$ cat src/logic/csf_pkg.sv
// Constants and operation codes for the processor status flags register.
package csf_pkg;

  localparam int unsigned CSF_WIDTH     = 8;
  localparam int unsigned CSF_CARRY_BIT = 0;
  localparam int unsigned CSF_NIBBLE_BIT = 1;
  localparam int unsigned CSF_ZERO_BIT  = 2;
  localparam int unsigned CSF_PWRDN_BIT  = 3;
  localparam int unsigned CSF_EXPIRY_BIT = 4;
  localparam int unsigned CSF_BANK_LO_BIT = 5;
  localparam int unsigned CSF_BANK_HI_BIT = 6;
  localparam int unsigned CSF_PAGE_BIT   = 7;

  // Power-up value: both reset-cause flags high, the rest cleared.
  localparam logic [7:0] CSF_RESET_VALUE = 8'h18;
  // Bits that an instruction write always reaches.
  localparam logic [7:0] CSF_SW_MASK    = 8'he0;
  // Result flags, written only when the instruction leaves them alone.
  localparam logic [7:0] CSF_ALU_MASK   = 8'h07;

  localparam int unsigned CSF_BANK_BYTES = 128;
  localparam int unsigned CSF_ADDR_W     = 7;
  localparam int unsigned CSF_FULL_ADDR_W = 9;

  typedef enum logic [3:0] {
    CSF_OP_NOP        = 4'b0000,
    CSF_OP_MOVE       = 4'b0001,
    CSF_OP_BIT_CLEAR  = 4'b0010,
    CSF_OP_BIT_SET    = 4'b0011,
    CSF_OP_NIBBLE_X   = 4'b0100,
    CSF_OP_CLEAR_FILE = 4'b0101,
    CSF_OP_ADD        = 4'b0110,
    CSF_OP_SUB_FILE   = 4'b0111,
    CSF_OP_SUB_LIT    = 4'b1000,
    CSF_OP_AND        = 4'b1001,
    CSF_OP_OR         = 4'b1010,
    CSF_OP_XOR        = 4'b1011,
    CSF_OP_INC        = 4'b1100,
    CSF_OP_COMP       = 4'b1101
  } csf_op_t;

endpackage

$ cat src/logic/csf_flag_alu.sv
// Result and flag generator for one instruction.
`timescale 1ns/1ps
module csf_flag_alu
  import csf_pkg::*;
(
  input  wire csf_op_t    op,
  input  wire logic [7:0] acc,
  input  wire logic [7:0] opnd,
  input  wire logic [2:0] bit_idx,
  output logic [7:0]      res,
  output logic            zero,
  output logic            nibble,
  output logic            carry,
  output logic            upd_zero,
  output logic            upd_nibble,
  output logic            upd_carry,
  output logic            writes_file
);

  logic [8:0] add_sum;
  logic [8:0] sub_sum;
  logic [4:0] add_lo;
  logic [4:0] sub_lo;
  logic [7:0] bit_sel;

  // Subtraction adds the inverted accumulator plus one, so carry out means no borrow.
  assign add_sum = {1'b0, opnd} + {1'b0, acc};
  assign sub_sum = {1'b0, opnd} + {1'b0, ~acc} + 9'h001;
  assign add_lo  = {1'b0, opnd[3:0]} + {1'b0, acc[3:0]};
  assign sub_lo  = {1'b0, opnd[3:0]} + {1'b0, ~acc[3:0]} + 5'h01;
  assign bit_sel = 8'h01 << bit_idx;

  always_comb begin
    res         = opnd;
    carry       = 1'b0;
    nibble      = 1'b0;
    upd_zero    = 1'b0;
    upd_nibble  = 1'b0;
    upd_carry   = 1'b0;
    writes_file = 1'b1;
    case (op)
      CSF_OP_MOVE:       res = acc;
      CSF_OP_BIT_CLEAR:  res = opnd & ~bit_sel;
      CSF_OP_BIT_SET:    res = opnd | bit_sel;
      CSF_OP_NIBBLE_X:   res = {opnd[3:0], opnd[7:4]};
      CSF_OP_CLEAR_FILE: begin
        res      = 8'h00;
        upd_zero = 1'b1;
      end
      CSF_OP_ADD: begin
        res        = add_sum[7:0];
        carry      = add_sum[8];
        nibble     = add_lo[4];
        upd_zero   = 1'b1;
        upd_nibble = 1'b1;
        upd_carry  = 1'b1;
      end
      CSF_OP_SUB_FILE, CSF_OP_SUB_LIT: begin
        res         = sub_sum[7:0];
        carry       = sub_sum[8];
        nibble      = sub_lo[4];
        upd_zero    = 1'b1;
        upd_nibble  = 1'b1;
        upd_carry   = 1'b1;
        writes_file = (op == CSF_OP_SUB_FILE);
      end
      CSF_OP_AND: begin
        res      = opnd & acc;
        upd_zero = 1'b1;
      end
      CSF_OP_OR: begin
        res      = opnd | acc;
        upd_zero = 1'b1;
      end
      CSF_OP_XOR: begin
        res      = opnd ^ acc;
        upd_zero = 1'b1;
      end
      CSF_OP_INC: begin
        res      = opnd + 8'h01;
        upd_zero = 1'b1;
      end
      CSF_OP_COMP: begin
        res      = ~opnd;
        upd_zero = 1'b1;
      end
      default:           writes_file = 1'b0;
    endcase
    zero = (res == 8'h00);
  end

endmodule

$ cat src/logic/csf_status_reg.sv
// Processor status flags register with bank select and reset-cause flags.
`timescale 1ns/1ps
module csf_status_reg
  import csf_pkg::*;
(
  input  wire logic                       clock,
  input  wire logic                       rst,
  input  wire logic                       exec,
  input  wire csf_op_t                    op,
  input  wire logic [7:0]                 acc_data,
  input  wire logic [7:0]                 file_data,
  input  wire logic [2:0]                 bit_idx,
  input  wire logic                       dest_status,
  input  wire logic                       watchdog_timeout,
  input  wire logic                       watchdog_clear_op,
  input  wire logic                       sleep_op,
  input  wire logic [CSF_ADDR_W-1:0]      direct_addr,
  input  wire logic [7:0]                 indirect_ptr,
  output logic [7:0]                      status,
  output logic                            carry_flag,
  output logic                            nibble_wrap_flag,
  output logic                            zero_flag,
  output logic                            power_down_flag,
  output logic                            watchdog_expiry_flag,
  output logic                            bank_select_low_bit,
  output logic                            bank_select_high_bit,
  output logic                            indirect_page_bit,
  output logic [7:0]                      result,
  output logic                            result_valid,
  output logic                            result_to_file,
  output logic [CSF_FULL_ADDR_W-1:0]      direct_full_addr,
  output logic [CSF_FULL_ADDR_W-1:0]      indirect_full_addr
);

  logic [7:0]                 status_q;
  logic [7:0]                 result_q;
  logic                       result_valid_q;
  logic                       result_to_file_q;
  logic [CSF_FULL_ADDR_W-1:0] direct_addr_q;
  logic [CSF_FULL_ADDR_W-1:0] indirect_addr_q;

  logic [7:0] operand;
  logic [7:0] alu_res;
  logic       alu_zero;
  logic       alu_nibble;
  logic       alu_carry;
  logic       upd_zero;
  logic       upd_nibble;
  logic       upd_carry;
  logic       writes_file;
  logic       status_write;
  logic       flags_touched;
  logic [7:0] write_mask;
  logic [7:0] write_d;
  logic [7:0] flag_mask;
  logic [7:0] flag_val;
  logic [7:0] status_d;
  logic       expiry_d;
  logic       power_down_d;

  // A status destination reads the register itself as the operand.
  assign operand = dest_status ? status_q : file_data;

  csf_flag_alu u_flag_alu (
    .op          (op),
    .acc         (acc_data),
    .opnd        (operand),
    .bit_idx     (bit_idx),
    .res         (alu_res),
    .zero        (alu_zero),
    .nibble      (alu_nibble),
    .carry       (alu_carry),
    .upd_zero    (upd_zero),
    .upd_nibble  (upd_nibble),
    .upd_carry   (upd_carry),
    .writes_file (writes_file)
  );

  assign status_write  = exec & dest_status & writes_file;
  assign flags_touched = upd_zero | upd_nibble | upd_carry;

  // Reset-cause bits never reach the write mask; result flags only when untouched.
  always_comb begin
    write_mask = CSF_SW_MASK;
    if (!flags_touched) begin
      write_mask = write_mask | CSF_ALU_MASK;
    end else begin
      write_mask = write_mask & ~CSF_ALU_MASK;
    end
  end

  assign write_d = status_write ? write_mask : 8'h00;

  always_comb begin
    flag_mask = 8'h00;
    flag_val  = 8'h00;
    if (exec) begin
      flag_mask[CSF_ZERO_BIT]   = upd_zero;
      flag_mask[CSF_NIBBLE_BIT] = upd_nibble;
      flag_mask[CSF_CARRY_BIT]  = upd_carry;
    end
    flag_val[CSF_ZERO_BIT]   = alu_zero;
    flag_val[CSF_NIBBLE_BIT] = alu_nibble;
    flag_val[CSF_CARRY_BIT]  = alu_carry;
  end

  // Clear-file lands as zero in the upper three bits and a set zero flag.
  always_comb begin
    status_d = status_q;
    status_d = (status_d & ~write_d) | (alu_res & write_d);
    status_d = (status_d & ~flag_mask) | (flag_val & flag_mask);
  end

  // A time-out in the same cycle as a clear or sleep wins, so the cause is kept.
  always_comb begin
    expiry_d = status_q[CSF_EXPIRY_BIT];
    if (watchdog_timeout) begin
      expiry_d = 1'b0;
    end else if (watchdog_clear_op || sleep_op) begin
      expiry_d = 1'b1;
    end
  end

  // Sleep is taken as the last word when it meets a watchdog clear.
  always_comb begin
    power_down_d = status_q[CSF_PWRDN_BIT];
    if (sleep_op) begin
      power_down_d = 1'b0;
    end else if (watchdog_clear_op) begin
      power_down_d = 1'b1;
    end
  end

  always_ff @(posedge clock) begin
    if (rst) begin
      status_q <= CSF_RESET_VALUE;
    end else begin
      status_q[CSF_PAGE_BIT]    <= status_d[CSF_PAGE_BIT];
      status_q[CSF_BANK_HI_BIT] <= status_d[CSF_BANK_HI_BIT];
      status_q[CSF_BANK_LO_BIT] <= status_d[CSF_BANK_LO_BIT];
      status_q[CSF_EXPIRY_BIT]  <= expiry_d;
      status_q[CSF_PWRDN_BIT]   <= power_down_d;
      status_q[CSF_ZERO_BIT]    <= status_d[CSF_ZERO_BIT];
      status_q[CSF_NIBBLE_BIT]  <= status_d[CSF_NIBBLE_BIT];
      status_q[CSF_CARRY_BIT]   <= status_d[CSF_CARRY_BIT];
    end
  end

  // Result goes to the file or accumulator named by the core; status writes land above.
  always_ff @(posedge clock) begin
    if (rst) begin
      result_valid_q <= 1'b0;
    end else begin
      result_valid_q <= exec & (op != CSF_OP_NOP);
    end
  end

  always_ff @(posedge clock) begin
    if (rst) begin
      result_to_file_q <= 1'b0;
    end else begin
      result_to_file_q <= exec & writes_file & ~dest_status;
    end
  end

  // Result holds between instructions so a late reader still sees it.
  always_ff @(posedge clock) begin
    if (rst) begin
      result_q <= 8'h00;
    end else if (exec) begin
      result_q <= alu_res;
    end
  end

  // Address expansion uses the bank bits as they stand after this edge's write,
  // so a bank switch is seen by the very next access.
  always_ff @(posedge clock) begin
    if (rst) begin
      direct_addr_q <= '0;
    end else begin
      direct_addr_q <= {status_d[CSF_BANK_HI_BIT], status_d[CSF_BANK_LO_BIT],
                        direct_addr};
    end
  end

  always_ff @(posedge clock) begin
    if (rst) begin
      indirect_addr_q <= '0;
    end else begin
      indirect_addr_q <= {status_d[CSF_PAGE_BIT], indirect_ptr};
    end
  end

  assign status               = status_q;
  assign carry_flag           = status_q[CSF_CARRY_BIT];
  assign nibble_wrap_flag     = status_q[CSF_NIBBLE_BIT];
  assign zero_flag            = status_q[CSF_ZERO_BIT];
  assign power_down_flag      = status_q[CSF_PWRDN_BIT];
  assign watchdog_expiry_flag = status_q[CSF_EXPIRY_BIT];
  assign bank_select_low_bit  = status_q[CSF_BANK_LO_BIT];
  assign bank_select_high_bit = status_q[CSF_BANK_HI_BIT];
  assign indirect_page_bit    = status_q[CSF_PAGE_BIT];
  assign result               = result_q;
  assign result_valid         = result_valid_q;
  assign result_to_file       = result_to_file_q;
  assign direct_full_addr     = direct_addr_q;
  assign indirect_full_addr   = indirect_addr_q;

endmodule

$ cat config.mk
export PLATFORM = sky130hd
export DESIGN_NAME = csf_status_reg
export DESIGN_NICKNAME = d
export VERILOG_FILES = /design/src/logic/csf_pkg.sv /design/src/logic/csf_flag_alu.sv /design/src/logic/csf_status_reg.sv
export SDC_FILE = /design/constraint.sdc
export NUM_CORES = 1
export LEC_CHECK = 0
export BUFFER_PORTS_ARGS = -buffer_cell sky130_fd_sc_hd__buf_4
export CORE_UTILIZATION = 45
export CTS_BUF_LIST = sky130_fd_sc_hd__clkbuf_4
export CTS_CLUSTER_SIZE = 30
export DETAILED_ROUTE_END_ITERATION = 7
export PLACE_DENSITY_LB_ADDON = 0.05
export SLEW_MARGIN = 10
export SYNTH_ARGS = -nofsm -noshare
export SYNTH_HDL_FRONTEND = slang
export SYNTH_SLANG_ARGS = --single-unit
$ cat constraint.sdc
create_clock -name clock -period 7 [get_ports clock]
set_input_delay 1.4 -clock clock [delete_from_list [all_inputs] [get_ports clock]]
set_output_delay 1.4 -clock clock [all_outputs]
set_load 0.1 [all_outputs]
Yosys cells after proc, flatten, opt, wreduce, memory -nomap -nowiden --
Cells that the tools add are included. Widths: inputs -> output; s select.
Operators by class: order comparisons 0, bitwise operators 25, shift-type cells 1, reductions and logical operators 9, add/sub/neg operators 7, eq/ne operators 13, multipliers 0, divide/modulo/power cells 0, mux-type cells 14
Operators by type and width (count):
- $pmux 8 s12 | 1
- $and 8x8->8 | 5
- $not 8->8 | 4
- $eq 4x4->1 const B | 6
- $or 8x8->8 | 3
- $add 8x8->9 | 2
- $eq 4x3->1 const B | 4
- $mux 8 | 2
- $reduce_or 11->1 | 1
- $add 4x4->5 | 2
- $add 9x1->9 const B | 1
- $reduce_or 9->1 | 1
- $add 8x1->8 const B | 1
- $eq 4x2->1 const B | 2
- $logic_not 8->1 | 1
- $not 3->8 | 1
- $or 8x3->8 | 1
- $shl 1x3->8 const A | 1
- $xor 8x8->8 | 1
- $mux 1 | 6
- $mux 3 | 2
- $pmux 1 s2 | 3
- $add 5x1->5 const B | 1
- $and 1x1->1 | 5
- other kinds (10) | 12
Word-level totals: bits in registers 36, memory bits (writable) 0, memories kept 0, word-level logic and storage cells 77, memory bits (read-only) 0, output and inout bits 44, bits in latches 0, input port bits 45

Depth between registers and ports, before layout --
depth in word-level cells 12, mapped depth 14, gate-level depth less buffers 13

By module --
From an unflattened synthesis, not the netlist that was laid out.
Unflattened totals: cell total of the unflattened synthesis 420, area total of the unflattened synthesis 3238.1 sq um
Modules (own cells, without submodules):
- csf_flag_alu | seq. area each 0.0 sq um, instances 1, cells each 294, area an instance 1966.9 sq um
- csf_status_reg | seq. area each 660.6 sq um, instances 1, cells each 126, area an instance 1271.2 sq um

Worst setup path after synthesis --
No wires, ideal clock.
path type input-to-reg, start point input dest_status, end point register with a tool-made name, data required time 6.941 ns, path buffers 1, library setup time 0.059 ns, cell stages on the path 13, arrival time 4.123 ns, slack 2.818 ns, path through buf_6 mux2i_1 ha_1 inv_1 fa_1 xnor2_1 a21oi_1 o21ai_0 o211ai_1 o32a_1 or3b_1 nor4_1 a31o_1
RTL lines:
- from (decl) | RTL line csf_status_reg.sv:13 | input wire logic dest_status,

==> run summary <==
The flow ran to the end, and the final reports show no timing, DRC or antenna violations. The kind of start point of the critical path is a primary input. Total I/O pin count: 89. In the synthesized netlist, the number of instances is 430. After synthesis the netlist holds a flip-flop and latch count of 33.

Data arrives at the worst endpoint at 4.90 ns. By area, the combinational part of the netlist is dominated by simple AND/OR/NAND/NOR gates. After synthesis the cells add up to 3279 sq um. TritonCTS built the clock tree. The minimum clock period came out at 4.621 ns. For this design the static power due to leakage is 1.728 nW.

Summing all multi-input logic gate instances after layout gives 2337 sq um. From left edge to right edge, the die measures 87.37 um. In this run the tightest slew margin relative to its limit is 45.78%.

In the final routing, the length of wire on met1 measures 4572 um. Total of max-cap violations: 0. By area the synthesized netlist is led by sky130_fd_sc_hd__dfxtp_1 20%, sky130_fd_sc_hd__ha_1 8.0%, sky130_fd_sc_hd__mux2i_1 6.4%, sky130_fd_sc_hd__nor2_1 4.6%, sky130_fd_sc_hd__a21oi_1 4.3%. Across every metal layer, demand over resource in global routing totals 29.08%.

The die covers 7633 sq um. Routed length on met2: 4760 um. The run gives 2 as the largest buffer count on any clock path. The type of the worst min-delay path was reg2reg. The share of Yosys cell area claimed by the top area cell type is 20.14%.

The layout has 720 filler cells. The final critical-path share of the clock period works out to 66.01%. The final route contains 3547 vias.

The worst setup path is of the in2reg kind. The final weighted congestion of routability-driven global placement came out at 0.9389. The kind of cell with the highest combined delay along the critical path is compound AO/OA/AOI/OAI gates. Walking the worst path, the cells encountered are buf_4 > mux2i_1 > inv_1 > fa_1 > xnor2_1 > a21oi_1 > o21ai_0 > o211ai_1 > o32a_1 > or3b_1 > nor4_1 > a31o_1. After the first detailed-routing iteration, the DRC count stood at 343. The number of nets in the synthesized netlist is 498.

Summed over all nets, the half-perimeter wirelength after detailed placement is 8244 um. Based on the critical path, the design can be clocked at up to 216.4 MHz. The floorplan step set the die height to 87.37 um. For the final routed database, the setup TNS stands at 0 ns. The total overflow left after global routing is 0. The clock buffer count from CTS is 5, and the longest individual stage delay on the worst path is 0.64 ns.

The row count is 30. The setup check on the worst reg-to-reg path leaves a slack of 3.40 ns. Xor and xnor area share after synthesis: 2.671%. Clock-pin slew was measured on the worst setup and hold paths at 0.10 ns. Final routed wire length divided by cell count: 18.40 um.

Via count of the first global-routing pass: 3280. Summed over all nets, wire length on met3 after detailed routing comes to 1164 um. Together, buffers and inverters on the worst path number 2. For this configuration, the core starts out at a cell density of 47.48%. The routed wire length was 10800 um; the proportion of register bits with asynchronous set or reset after synthesis was 0%. The run gives 0 as the number of antenna-violating nets in the routed design. Leading area contributor after synthesis: sky130_fd_sc_hd__dfxtp_1. Entering global routing, the biggest net connects 37 pins. The first global-routing pass estimated 17000 um of wire. 0 antenna diodes ended up in the layout. The part of the Yosys area used for sequential elements was 20.14%. The number of endpoints with negative hold slack in the final report was 0; the number of enable flip-flop cells after synthesis was 0. Clock tree synthesis found a total of 33 sinks. The final core utilization is 57.03%, and the detailed-routing iteration count for the pre-antenna-repair pass is 5. For the pin with the worst max-slew slack, the measured transition is 0.8049 ns. The share of layout cells above drive strength 1 is 23.01%. The maximum fanout encountered on the critical timing path works out to 12. The slowest stage of the critical path belongs to the cell sky130_fd_sc_hd__mux2i_1. The run gives 0 as the final setup violation count. The tools report the master cell of the clock root buffer as sky130_fd_sc_hd__clkbuf_4. The ratio of total power to cell area works out to 168.5 nW/um^2. The register area is 660.6 sq um. Each instance of the synthesized netlist takes up on average 7.627 sq um. For this run, design rule violations remaining after detail routing come to 0. Number of antenna violations at the first check in global routing: 0. The logs give 0 for the number of hold-repair buffers added at the cts stage and 0 for the number of post-CTS setup repair buffers. At the end of the flow, the number of nets in the layout was 558.

The worst setup path is captured at a flop. Setup repair after global routing left no endpoint under its margin. Of the total synthesized cell area, the portion taken by AND, OR, NAND and NOR gates is 26.02%. The multiplexer area fraction after synthesis is 8.623%. The run gives 0.33 ns as the clock latency reported for the late side of the worst-skew pair. For this run, the number of Yosys warnings is 0. After clock tree synthesis, the repair step resized 0 gates. The synthesized netlist devotes 9.233% of its cell area to adder and majority cells. Most frequently used flop master after synthesis: sky130_fd_sc_hd__dfxtp_1.

Setup clock skew after layout: 0.005354 ns. Critical path required time: 7.28 ns. The number of max-slew violations in the final report is 0. Yosys mapped the design onto 66 distinct sky130hd cell types. The post-detailed-route via-to-cell ratio was 6.043; the share of the synthesized area in compound gates (AO/OA/AOI/OAI) was 24.27%.

Across the VDD grid, the largest voltage drop is 0.1301 mV. The total of buffers placed on input and output ports is 88. Compared with the post-synthesis result, the final layout area differs by 20.11%. The clock tree synthesis step divided the H-tree into 2 levels. The highest metal layer with signal wires was met4. The run gives 6907 sq um as the area of the core.
-- report_power, final --
group | internal (mW) | switching [mW] | total, mW
Clock | 0.0378 | 0.0659 | 0.104
Combinational | 0.107 | 0.247 | 0.354
Sequential | 0.200 | 0.00684 | 0.206
Total | 0.344 | 0.319 | 0.664
-- worst register-to-register path: stages, from the launching register on --
cell                       delay (ns)
sky130_fd_sc_hd__dfxtp_1         0.36
sky130_fd_sc_hd__mux2i_1         0.57
sky130_fd_sc_hd__inv_1           0.27
sky130_fd_sc_hd__fa_1            0.50
sky130_fd_sc_hd__xnor2_1         0.23
sky130_fd_sc_hd__a21oi_1         0.10
sky130_fd_sc_hd__o21ai_0         0.17
sky130_fd_sc_hd__o211ai_1        0.10
sky130_fd_sc_hd__o32a_1          0.40
sky130_fd_sc_hd__or3b_1          0.39
sky130_fd_sc_hd__nor4_1          0.30
sky130_fd_sc_hd__a31o_1          0.18
-- cell usage after synthesis (all sizes together), types with 4 or more instances --
cell type and count:
xnor2 6, xor2 4, dfxtp 33, nand2b 12
nand2 28, nand3 14, nor3b 4, nor2b 21
a21oi 28, buf 22, clkbuf 15, inv 24
o21ai 26, nor2 40, a2bb2oi 5, o21bai 4
a31oi 5, nor3 8, o211ai 6, ha 21
a211oi 8, mux2i 24, nand4 5, a221oi 6
-- metrics by stage --
stage | area, sq um | power, mW | instances | hold slack (ns) | setup WS [ns]
5_1_grt | 3939 | 0.7003 | 587 | 0.5388 | 2.220
2_1_floorplan | 3279 | 0.4747 | 430 | 0.9186 | 2.818
3_5_place_dp | 3875 | 0.5593 | 579 | 0.4874 | 2.069
6_report | 3939 | 0.6639 | 587 | 0.5032 | 2.379
3_3_place_gp | 3875 | 0.5593 | 579 | 0.4670 | 2.207
4_1_cts | 3930 | 0.6641 | 587 | 0.5022 | 2.431
-- area by class of cell --
type                            instances  area share (%)
Sequential cell                        33           16.77
Tap cell                               96           3.050
Timing Repair Buffer                   90           17.15
Clock buffer                            5          0.9530
Clock inverter                          3          0.4447
Multi-Input combinational cell        336           59.34
Inverter                               24           2.287
-- kinds of logic (layout without fill, tap and decap cells) --
logic type	after synthesis	after routing
AOI/OAI and AO/OA	119	119
DFF	33	33
muxes	26	26
adders and majority gates	23	23
xor gates and xnor gates	10	10
and+or+nand+nor	158	158
buffers and inverters	61	122
-- routing by layer --
layer,vias to the layer above,track usage (%)
met5,-,0
met4,0,10.73
met3,29,8.910
met2,216,44.53
met1,1640,38.29
li1,1662,-
-- placed cells by master (no fill, tap or decap), types with 4 or more instances in the layout --
cell type | netlist | layout
sky130_fd_sc_hd__nand2b_1 | 12 | 12
sky130_fd_sc_hd__a21oi_1 | 28 | 28
sky130_fd_sc_hd__dfxtp_1 | 33 | 33
sky130_fd_sc_hd__nand4_1 | 5 | 5
sky130_fd_sc_hd__a221oi_1 | 5 | 5
sky130_fd_sc_hd__nor2_1 | 40 | 40
sky130_fd_sc_hd__o21bai_1 | 4 | 4
sky130_fd_sc_hd__o21ai_0 | 26 | 26
sky130_fd_sc_hd__a211oi_1 | 8 | 8
sky130_fd_sc_hd__inv_1 | 23 | 23
sky130_fd_sc_hd__nand2_1 | 28 | 28
sky130_fd_sc_hd__nor3b_1 | 4 | 4
sky130_fd_sc_hd__buf_4 | 12 | 90
sky130_fd_sc_hd__a2bb2oi_1 | 5 | 5
sky130_fd_sc_hd__a31oi_1 | 5 | 5
sky130_fd_sc_hd__xnor2_1 | 6 | 6
sky130_fd_sc_hd__o211ai_1 | 6 | 6
sky130_fd_sc_hd__clkbuf_4 | 0 | 5
sky130_fd_sc_hd__xor2_1 | 4 | 4
sky130_fd_sc_hd__nor3_1 | 8 | 8
sky130_fd_sc_hd__mux2i_1 | 21 | 21
sky130_fd_sc_hd__nand3_1 | 14 | 14
sky130_fd_sc_hd__ha_1 | 21 | 21
sky130_fd_sc_hd__nor2b_1 | 21 | 21
-- final timing paths --
check / cells past startpoint / endpoint / from
worst max-delay path: 12 / flop / dest_status
worst min-delay path: 2 / result[6] / result[6]
worst max register to register: 11 / flop / flop
worst min register to register: 2 / result[6] / result[6]
(Power assumes the default switching activity.)
